<file path="src/shb_pkg.sv">
// package: constants and types for the sram style host bus port
package shb_pkg;
    localparam int          SHB_ADDR_W       = 7;
    localparam int          SHB_BUS_W        = 16;
    localparam int          SHB_WORD_W       = 32;
    localparam int          SHB_REG_IDX_W    = 6;
    localparam int          SHB_FIFO_FLD_LSB = 2;
    // bus addresses 0x00..0x0F (low 8 words) map to the data fifos
    localparam logic [6:0]  SHB_FIFO_TOP     = 7'h0F;
    // within the fifo window, the access direction picks tx (write) / rx (read) area
    localparam logic [6:0]  SHB_ENDIAN_TEST  = 7'h32;
    localparam logic [31:0] SHB_ENDIAN_VALUE = 32'h87654321;
    localparam logic        SHB_IRQ_POL_RST  = 1'b0;
    localparam logic        SHB_IRQ_OD_RST   = 1'b0;
    localparam logic        SHB_WAKE_POL_RST = 1'b1;
    localparam logic        SHB_WAKE_OD_RST  = 1'b0;

    typedef enum logic [1:0]
    {
        SHB_TGT_NONE,
        SHB_TGT_REG,
        SHB_TGT_TXF,
        SHB_TGT_RXF
    } shb_tgt_type;

    typedef enum
    {
        SHB_IDLE,
        SHB_RD,
        SHB_WR
    } shb_state_type;
endpackage

</file>
<file path="src/shb_half_if.sv">
// interface: pin level output pair between top and pin driver
`timescale 1ns/1ps
`default_nettype none
interface shb_pin_if;
    logic level;
    logic pol;
    logic od;
    logic pin_out;
    logic pin_oe_n;
    modport ctl (output level, output pol, output od);
    modport drv (input level, input pol, input od,
                 output pin_out, output pin_oe_n);
endinterface
`default_nettype wire

</file>
<file path="src/shb_pin_drv.sv">
// module: programmable polarity and push-pull or open-drain output
`timescale 1ns/1ps
`default_nettype none
module shb_pin_drv
    import shb_pkg::*;
(
    input  wire logic clk,
    input  wire logic resetn,
    shb_pin_if.drv    pin
);
    wire active_level = pin.level ? pin.pol : ~pin.pol;

    always_ff @(posedge clk or negedge resetn)
    begin
        if (!resetn)
        begin
            pin.pin_out  <= 1'b0;
            pin.pin_oe_n <= 1'b1;
        end
        else if (pin.od)
        begin
            // open drain drives only a low level; a high level floats
            pin.pin_out  <= 1'b0;
            pin.pin_oe_n <= active_level;
        end
        else
        begin
            pin.pin_out  <= active_level;
            pin.pin_oe_n <= 1'b0;
        end
    end

    a_od_never_high: assert property (@(posedge clk) disable iff (!resetn)
        $past(pin.od) && !pin.pin_oe_n |-> !pin.pin_out) // RL10
        else $error("open drain pin driven high");
    c_od_asserted: cover property (@(posedge clk) disable iff (!resetn)
        pin.od && !pin.pin_oe_n);
endmodule
`default_nettype wire

</file>
<file path="src/shb_host_port.sv">
// module: sram style host bus slave port with 16 to 32 bit conversion
`timescale 1ns/1ps
`default_nettype none
// Notes on behaviour
// [RL1] acts as asynchronous sram slave; host starts all programmed io
// [RL2] 16-bit external transfers converted to 32-bit internal words
// [RL3] big-endian setting swaps byte lanes on register path only
// [RL4] 7-bit word address selects a register, tx fifo or rx fifo
// [RL5] read with read strobe low; data driven only with chip select
// [RL6] write with write strobe and chip select low; data captured then
// [RL7] strobes ignored while chip select is high
// [RL8] fifo select high forces fifo access, upper address ignored
// [RL9] qualified write cycle leaves reduced power state
// [RL10] one interrupt output, programmable polarity, sources and type
// [RL11] separate wake output asserted on a wake event
// [RL12] after reset or wake a read must precede writes taking effect
// [RL13] host wakes device by writing the endian test register
// [RL14] a 32-bit word is two halves; address bit 0 picks half
module shb_host_port
    import shb_pkg::*;
(
    input  wire logic                  clk,
    input  wire logic                  resetn,
    input  wire logic [SHB_ADDR_W-1:0] addr,
    input  wire logic [SHB_BUS_W-1:0]  data_in,
    output logic      [SHB_BUS_W-1:0]  data_out,
    output logic                       data_oe_n,
    input  wire logic                  read_strobe_n,
    input  wire logic                  write_strobe_n,
    input  wire logic                  chip_select_n,
    input  wire logic                  fifo_select,
    input  wire logic                  big_endian,
    input  wire logic                  sleep_req,
    output logic                       reduced_power,
    input  wire logic                  irq_pol,
    input  wire logic                  irq_od,
    input  wire logic [7:0]            irq_sources,
    input  wire logic [7:0]            irq_enable,
    output logic                       irq_out,
    output logic                       irq_oe_n,
    input  wire logic                  wake_event,
    input  wire logic                  wake_pol,
    input  wire logic                  wake_od,
    output logic                       wake_event_out,
    output logic                       wake_oe_n,
    output logic [SHB_REG_IDX_W-1:0]   reg_index,
    output logic [SHB_WORD_W-1:0]      reg_wdata,
    output logic                       reg_wr,
    output logic                       reg_rd,
    input  wire logic [SHB_WORD_W-1:0] reg_rdata,
    output logic [SHB_WORD_W-1:0]      txf_wdata,
    output logic                       txf_wr,
    input  wire logic [SHB_WORD_W-1:0] rxf_rdata,
    output logic                       rxf_rd,
    output logic                       writes_armed
);
    function automatic logic [31:0] lane_swap(input logic [31:0] w,
                                              input logic        be);
        lane_swap = be ? {w[7:0], w[15:8], w[23:16], w[31:24]} : w;
    endfunction

    function automatic shb_tgt_type decode(input logic [6:0] a,
                                           input logic       fsel,
                                           input logic       is_wr);
        if (fsel || a <= SHB_FIFO_TOP)
            decode = is_wr ? SHB_TGT_TXF : SHB_TGT_RXF;
        else
            decode = SHB_TGT_REG;
    endfunction

    shb_state_type state;
    shb_state_type next_state;
    logic [15:0] low_half;
    logic [31:0] rd_word;
    logic        armed;
    logic        sleep;
    logic        wake_latch;

    wire rd_act = !chip_select_n && !read_strobe_n; // RL5 RL7
    wire wr_act = !chip_select_n && !write_strobe_n; // RL6 RL7
    wire upper  = addr[0]; // RL14
    // upper address bits are dropped under fifo select
    wire [6:0] eff_addr = fifo_select ? {5'h00, addr[1:0]} : addr; // RL8
    shb_tgt_type rd_tgt;
    shb_tgt_type wr_tgt;
    assign rd_tgt = decode(eff_addr, fifo_select, 1'b0); // RL4
    assign wr_tgt = decode(eff_addr, fifo_select, 1'b1); // RL4
    wire rd_start = rd_act && state == SHB_IDLE;
    wire wr_start = wr_act && state == SHB_IDLE;
    wire wr_ok    = wr_start && armed && !sleep; // RL12
    wire [31:0] full_word = {data_in, low_half}; // RL2
    wire [31:0] reg_word  = lane_swap(full_word, big_endian); // RL3
    wire [31:0] reg_rd_sw = lane_swap(reg_rdata, big_endian); // RL3
    wire [31:0] fetch     = rd_tgt == SHB_TGT_REG ? reg_rd_sw : rxf_rdata;
    wire [15:0] rd_half   = upper ? rd_word[31:16] : rd_word[15:0]; // RL14

    always_comb
    begin
        next_state = state;
        unique case (state)
            SHB_IDLE: if (rd_act) next_state = SHB_RD;
                      else if (wr_act) next_state = SHB_WR;
            SHB_RD:   if (!rd_act) next_state = SHB_IDLE;
            SHB_WR:   if (!wr_act) next_state = SHB_IDLE;
        endcase
    end

    always_ff @(posedge clk or negedge resetn)
    begin
        if (!resetn)
            state <= SHB_IDLE;
        else
            state <= next_state; // RL1
    end

    // read word latched at the low half, so both halves are coherent
    always_ff @(posedge clk or negedge resetn)
    begin
        if (!resetn)
            rd_word <= 32'h00000000;
        else if (rd_start && !upper)
            rd_word <= fetch; // RL2
    end

    always_ff @(posedge clk or negedge resetn)
    begin
        if (!resetn)
            data_out <= 16'h0000;
        else if (rd_act)
            data_out <= (rd_start && !upper) ? fetch[15:0] : rd_half;
    end

    assign data_oe_n = !(rd_act && state == SHB_RD); // RL5

    always_ff @(posedge clk or negedge resetn)
    begin
        if (!resetn)
            low_half <= 16'h0000;
        else if (wr_ok && !upper)
            low_half <= data_in; // RL6 RL14
    end

    always_ff @(posedge clk or negedge resetn)
    begin
        if (!resetn)
        begin
            reg_wr    <= 1'b0;
            txf_wr    <= 1'b0;
            reg_rd    <= 1'b0;
            rxf_rd    <= 1'b0;
            reg_index <= 6'h00;
            reg_wdata <= 32'h00000000;
            txf_wdata <= 32'h00000000;
        end
        else
        begin
            reg_wr <= wr_ok && upper && wr_tgt == SHB_TGT_REG;
            txf_wr <= wr_ok && upper && wr_tgt == SHB_TGT_TXF;
            // pop on the upper half read completes the word
            reg_rd <= rd_start && upper && rd_tgt == SHB_TGT_REG;
            rxf_rd <= rd_start && upper && rd_tgt == SHB_TGT_RXF;
            if (rd_start || wr_start)
                reg_index <= eff_addr[6:1];
            if (wr_ok && upper)
            begin
                reg_wdata <= reg_word;
                txf_wdata <= full_word;
            end
        end
    end

    // writes are held off until a read after reset or wakeup
    always_ff @(posedge clk or negedge resetn)
    begin
        if (!resetn)
            armed <= 1'b0;
        else if (sleep && wr_start)
            armed <= 1'b0; // RL12
        else if (rd_start && !sleep)
            armed <= 1'b1; // RL12
    end

    always_ff @(posedge clk or negedge resetn)
    begin
        if (!resetn)
            sleep <= 1'b0;
        else if (wr_start)
            sleep <= 1'b0; // RL9 RL13
        else if (sleep_req)
            sleep <= 1'b1;
    end

    always_ff @(posedge clk or negedge resetn)
    begin
        if (!resetn)
            wake_latch <= 1'b0;
        else if (wake_event)
            wake_latch <= 1'b1; // RL11
        else if (wr_start && sleep)
            wake_latch <= 1'b0;
    end

    assign reduced_power = sleep;
    assign writes_armed  = armed;

    shb_pin_if irq_if ();
    shb_pin_if wake_if ();
    assign irq_if.level  = |(irq_sources & irq_enable); // RL10
    assign irq_if.pol    = irq_pol;
    assign irq_if.od     = irq_od;
    assign wake_if.level = wake_latch; // RL11
    assign wake_if.pol   = wake_pol;
    assign wake_if.od    = wake_od;
    assign irq_out        = irq_if.pin_out;
    assign irq_oe_n       = irq_if.pin_oe_n;
    assign wake_event_out = wake_if.pin_out;
    assign wake_oe_n      = wake_if.pin_oe_n;

    shb_pin_drv u_irq_drv (.clk(clk), .resetn(resetn), .pin(irq_if.drv));
    shb_pin_drv u_wake_drv (.clk(clk), .resetn(resetn), .pin(wake_if.drv));

    a_no_drive_idle: assert property (@(posedge clk) disable iff (!resetn)
        chip_select_n |-> data_oe_n) // RL7
        else $error("data driven without chip select");
    a_drive_in_read: assert property (@(posedge clk) disable iff (!resetn)
        !data_oe_n |-> rd_act) // RL5
        else $error("data driven outside read");
    a_write_pulse: assert property (@(posedge clk) disable iff (!resetn)
        wr_ok && upper && wr_tgt == SHB_TGT_REG |=> reg_wr ##1 !reg_wr) // RL6
        else $error("register write not one pulse");
    a_fifo_forced: assert property (@(posedge clk) disable iff (!resetn)
        fifo_select && wr_ok && upper |=> txf_wr && !reg_wr) // RL8
        else $error("fifo select write missed fifo");
    a_wake_write: assert property (@(posedge clk) disable iff (!resetn)
        sleep && wr_start |=> !reduced_power) // RL9
        else $error("write did not wake device");
    a_arm_needed: assert property (@(posedge clk) disable iff (!resetn)
        !armed |=> !reg_wr && !txf_wr) // RL12
        else $error("write took effect before read");
    a_swap_lanes: assert property (@(posedge clk) disable iff (!resetn)
        reg_wr && $past(big_endian) |->
        reg_wdata[7:0] == $past(data_in[15:8])) // RL3
        else $error("big endian lanes not swapped");
    a_wake_out: assert property (@(posedge clk) disable iff (!resetn)
        wake_event && !wake_od |-> ##2 wake_event_out == wake_pol) // RL11
        else $error("wake output not asserted");
    a_irq_level: assert property (@(posedge clk) disable iff (!resetn)
        |(irq_sources & irq_enable) && !irq_od |=>
        irq_out == $past(irq_pol)) // RL10
        else $error("interrupt output wrong level");

    c_reg_write: cover property (@(posedge clk) disable iff (!resetn)
        reg_wr);
    c_fifo_read: cover property (@(posedge clk) disable iff (!resetn)
        rxf_rd);
    c_wakeup: cover property (@(posedge clk) disable iff (!resetn)
        sleep ##1 !sleep);
endmodule
`default_nettype wire

</file>
<file path="config.mk">
export PLATFORM = sky130hd
export DESIGN_NAME = shb_host_port
export DESIGN_NICKNAME = d
export VERILOG_FILES = /design/src/shb_pkg.sv /design/src/shb_half_if.sv /design/src/shb_pin_drv.sv /design/src/shb_host_port.sv
export SDC_FILE = /design/constraint.sdc
export NUM_CORES = 1
export LEC_CHECK = 0
export ABC_AREA = 1
export BUFFER_PORTS_ARGS = -buffer_cell sky130_fd_sc_hd__buf_2
export CAP_MARGIN = 40
export CORE_MARGIN = 2
export CORE_UTILIZATION = 30
export CTS_BUF_LIST = sky130_fd_sc_hd__clkbuf_8
export DETAILED_ROUTE_END_ITERATION = 10
export GPL_TIMING_DRIVEN = 0
export MAX_ROUTING_LAYER = met4
export REMOVE_ABC_BUFFERS = 1
export SETUP_SLACK_MARGIN = 0.1
export SYNTH_ARGS = -nofsm -noshare
export SYNTH_HDL_FRONTEND = slang
export SYNTH_HIERARCHICAL = 1
export SYNTH_SLANG_ARGS = --single-unit
</file>
<file path="constraint.sdc">
create_clock -name clk -period 2.1 [get_ports clk]
set_input_delay 0.105 -clock clk [delete_from_list [all_inputs] [get_ports clk]]
set_output_delay 0.105 -clock clk [all_outputs]
set_load 0.005 [all_outputs]
</file>
==> impl_metrics.yaml <==
setup_path:
  cp_cell_sequence: "inv_1, ha_1, nand2_2, nor2_4, nand2_8, clkbuf_16, o21ai_0"
  worstReg2RegStart: "state[0]"
  endpoint_kind: "flop"
  cp_max_fo: 42
  regToRegSetupSlack_ns: 0.27
  critPathBufInv: 2
  startpoint_type: "flop"
  crit_arrival_ns: 2.19
  critPathKind: "reg2reg"
  reg2reg_depth: 7
  critPathTopFamily: "simple AND/OR/NAND/NOR gates"
  reg2reg_to: "txf_wdata[27]"
  cpMaxStageDelayCell: "dfrtp_1"
  required_ns: 2.46
  max_stage_delay_ns: 0.41
status:
  status: "finished clean"
final_layout:
  fin_nets: 1280
  area_growth_pct: 33.3
  drive_gt1_share_pct: 24.2
  seqCellArea_mm2: 0.00368
  fin_cells: 1495
  fillerInstances: 2435
  multi_input_area_mm2: 0.00280
clock_tree:
  clk_latency_ns: 0.45
  cts_tree: "yes"
  numCtsBuffers: 17
  htreeDepth: 4
  cts_root_buffer: "clkbuf_8"
  clock_path_buffers: 2
  path_clk_slew_ns: 0.10
  cts.sinks: 147
synth:
  netlist_instances: 913
  syn_area_mm2: 0.00708
  netlist_top_cells_area: "dfrtp_1 (51%), nand2_1 (17%), o21ai_0 (7.1%)"
  synth_area_per_cell_um2: 7.75
  yosys.area.top_type: "dfrtp_1"
  yosysSeqAreaShare_pct: 52.0
  synth.ff_latch_count: 147
  synth_top_area_share_pct: 51.3
  yosys_warnings: 6
  ys_types: 26
sta:
  fin_crit_ns: 1.83
  hold_ws_ns: 0.0285
  setup_viol: 0
  hold_violations: 0
  worst_clock_skew_ns: 0.0149
  rsz0062_at_grt: "no"
  final-max-slew-violation-count: 0
  maxSlewHeadroom_pct: 50.5
  max_freq_ghz: 0.547
  fin_crit_sh_pct: 87.1
  tightest_slew_ns: 0.743
route:
  drtPass1Iterations: 4
  routed_wl_mm: 19.2
  drc_errors: 0
  routedWlPerCell_um: 12.9
  viasPerCell: 4.39
  ant_nets: 0
  vias: 6568
  drt_iter0_drc: 276
power:
  p_total_mw: 8.88
  peakVddDrop_uv: 343
  power_leakage_nw: 5.19
  p_per_area_mw_per_mm2: 941
place:
  hpwl_mm: 12.6
  dp.cells: 1402
  io_buffers: 212
  place.gp.congestion: 0.741
min_path:
  hold_class: "in2reg"
  hold_end: "u_irq_drv/pin.pin_oe_n"
  holdPathStages: 6
  hold_path.startpoint: "irq_enable[7]"
floorplanning:
  start_util_pct: 30.3
  dieHeight_um: 158
  die_w_um: 158
  io_pins: 213
  std_cell_rows: 56
  core_area_mm2: 0.0233
  dieArea_mm2: 0.0248
global_routing:
  track_usage_pct: 15.7
  grt-ovfl-total: 0
  antenna_found_initial: 2
  grt_pass1_vias: 6040
  grt_pass1_wl_mm: 30.2
  grt_max_degree: 86
flow_run:
  maxCapViolations: 0
[through the flow]
stage / setup slack, ns / instance area, um^2 / setup TNS [ns] / util (%)
finish: 0.271 / 9440 / 0 / 40.5
detailed placement: -0.00870 / 8460 / -0.0267 / 36.2
global placement: -1.38 / 8270 / -253.86 / 35.4
global route: 0.144 / 9440 / 0 / 40.5
floorplan: 0.147 / 6810 / 0 / -
CTS: 0.126 / 9350 / 0 / 40.1
[worst min-delay path: stages]
cell,delay [ns]
buf_2,0.08
a221oi_1,0.06
nand2_1,0.07
nand2_1,0.05
nand2_1,0.07
nor2_1,0.04
[final cells by class]
type	count	area share, %
flip-flops and latches	147	39.0
multi-input cells	621	29.6
diodes	2	0.0530
inverters	96	3.84
clock buffers	17	2.48
well taps	319	4.23
clock inverters	15	1.30
repair buffers	278	19.5
[worst max-delay path by stage]
stage	startpoint	endpoint	slack [ns]	depth (start not counted)
finish	state[0]	txf_wdata[27]	0.27	7
global route	state[0]	txf_wdata[11]	0.14	8
CTS	state[0]	data_out[9]	0.13	7
detailed placement	state[0]	data_out[14]	-0.009	7
global placement	resetn	rd_word[23]	-1.38	1
floorplan	fifo_select	rd_word[16]	0.15	5
[routing by layer]
| layer | vias up | track usage [%] | part of all wire, % |
|---|---|---|---|
| met3 | 9 | 3.56 | 4.8 |
| met4 | 0 | 3.77 | 0.79 |
| met5 | - | - | 0 |
| met2 | 156 | 25.2 | 47 |
| met1 | 3028 | 20.4 | 48 |
| li1 | 3375 | - | - |
[cells in the mapped netlist]
| library cell | count |
|---|---|
| nand2_1 | 328 |
| dfrtp_1 | 145 |
| o21ai_0 | 101 |
| inv_1 | 94 |
| nor2_1 | 56 |
| nand3_1 | 55 |
| o21ai_1 | 21 |
| buf_2 | 20 |
| clkbuf_1 | 20 |
| a21oi_1 | 16 |
| o211ai_1 | 16 |
| o21ai_2 | 10 |
| buf_6 | 7 |
| ha_1 | 3 |
| nand2_2 | 3 |
| nor2_4 | 3 |
| a221oi_1 | 2 |
| buf_4 | 2 |
| dfstp_2 | 2 |
| inv_2 | 2 |
| nor3_1 | 2 |
| a21o_1 | 1 |
| buf_1 | 1 |
| nand2_4 | 1 |
| nor2_2 | 1 |
| o21a_1 | 1 |
[state kept, by name, indices dropped and copies added, names as in the netlist, 2 cells and up]
signal,count
data_out,16
low_half,16
rd_word,32
reg_index,6
reg_wdata,32
state,2
txf_wdata,32
[layout by cell type (no fill, tap or decap), types with 3 or more instances in the layout]
cell type / instances
clkbuf_8: 17
ha_1: 3
a21oi_1: 16
nand2_2: 4
clkinv_2: 3
dfrtp_1: 145
dlygate4sd3_1: 52
nand2_1: 327
buf_4: 5
buf_2: 210
nor2_4: 3
inv_1: 94
inv_6: 6
o21ai_1: 20
o21ai_2: 11
buf_16: 3
nand3_1: 54
o21ai_0: 101
buf_12: 4
nor2_1: 56
o211ai_1: 16
[report_power, final]
group	switching [mW]	internal (mW)
Sequential	0.525	3.76
Clock	1.24	0.852
Combinational	1.34	1.16
[cell families after synthesis]
logic type | count (synthesis) | synth area share [%]
simple gates | 449 | 25.4
compound gates | 168 | 13.1
flops | 147 | 52.0
buf+inv | 146 | 8.94
fa+ha+maj | 3 | 0.530
[repair_timing]
action | 4_1_cts | 5_1_grt
gates cloned | 0 | 2
resized for setup | 2 | 1
setup endpoints to repair | 71 | 94
pin swaps | 0 | 2
hold buffers | 52 | 0
setup buffers | 0 | 5
endpoints found under the hold margin | 146 | 0
Power figures use the tool's default switching activity.
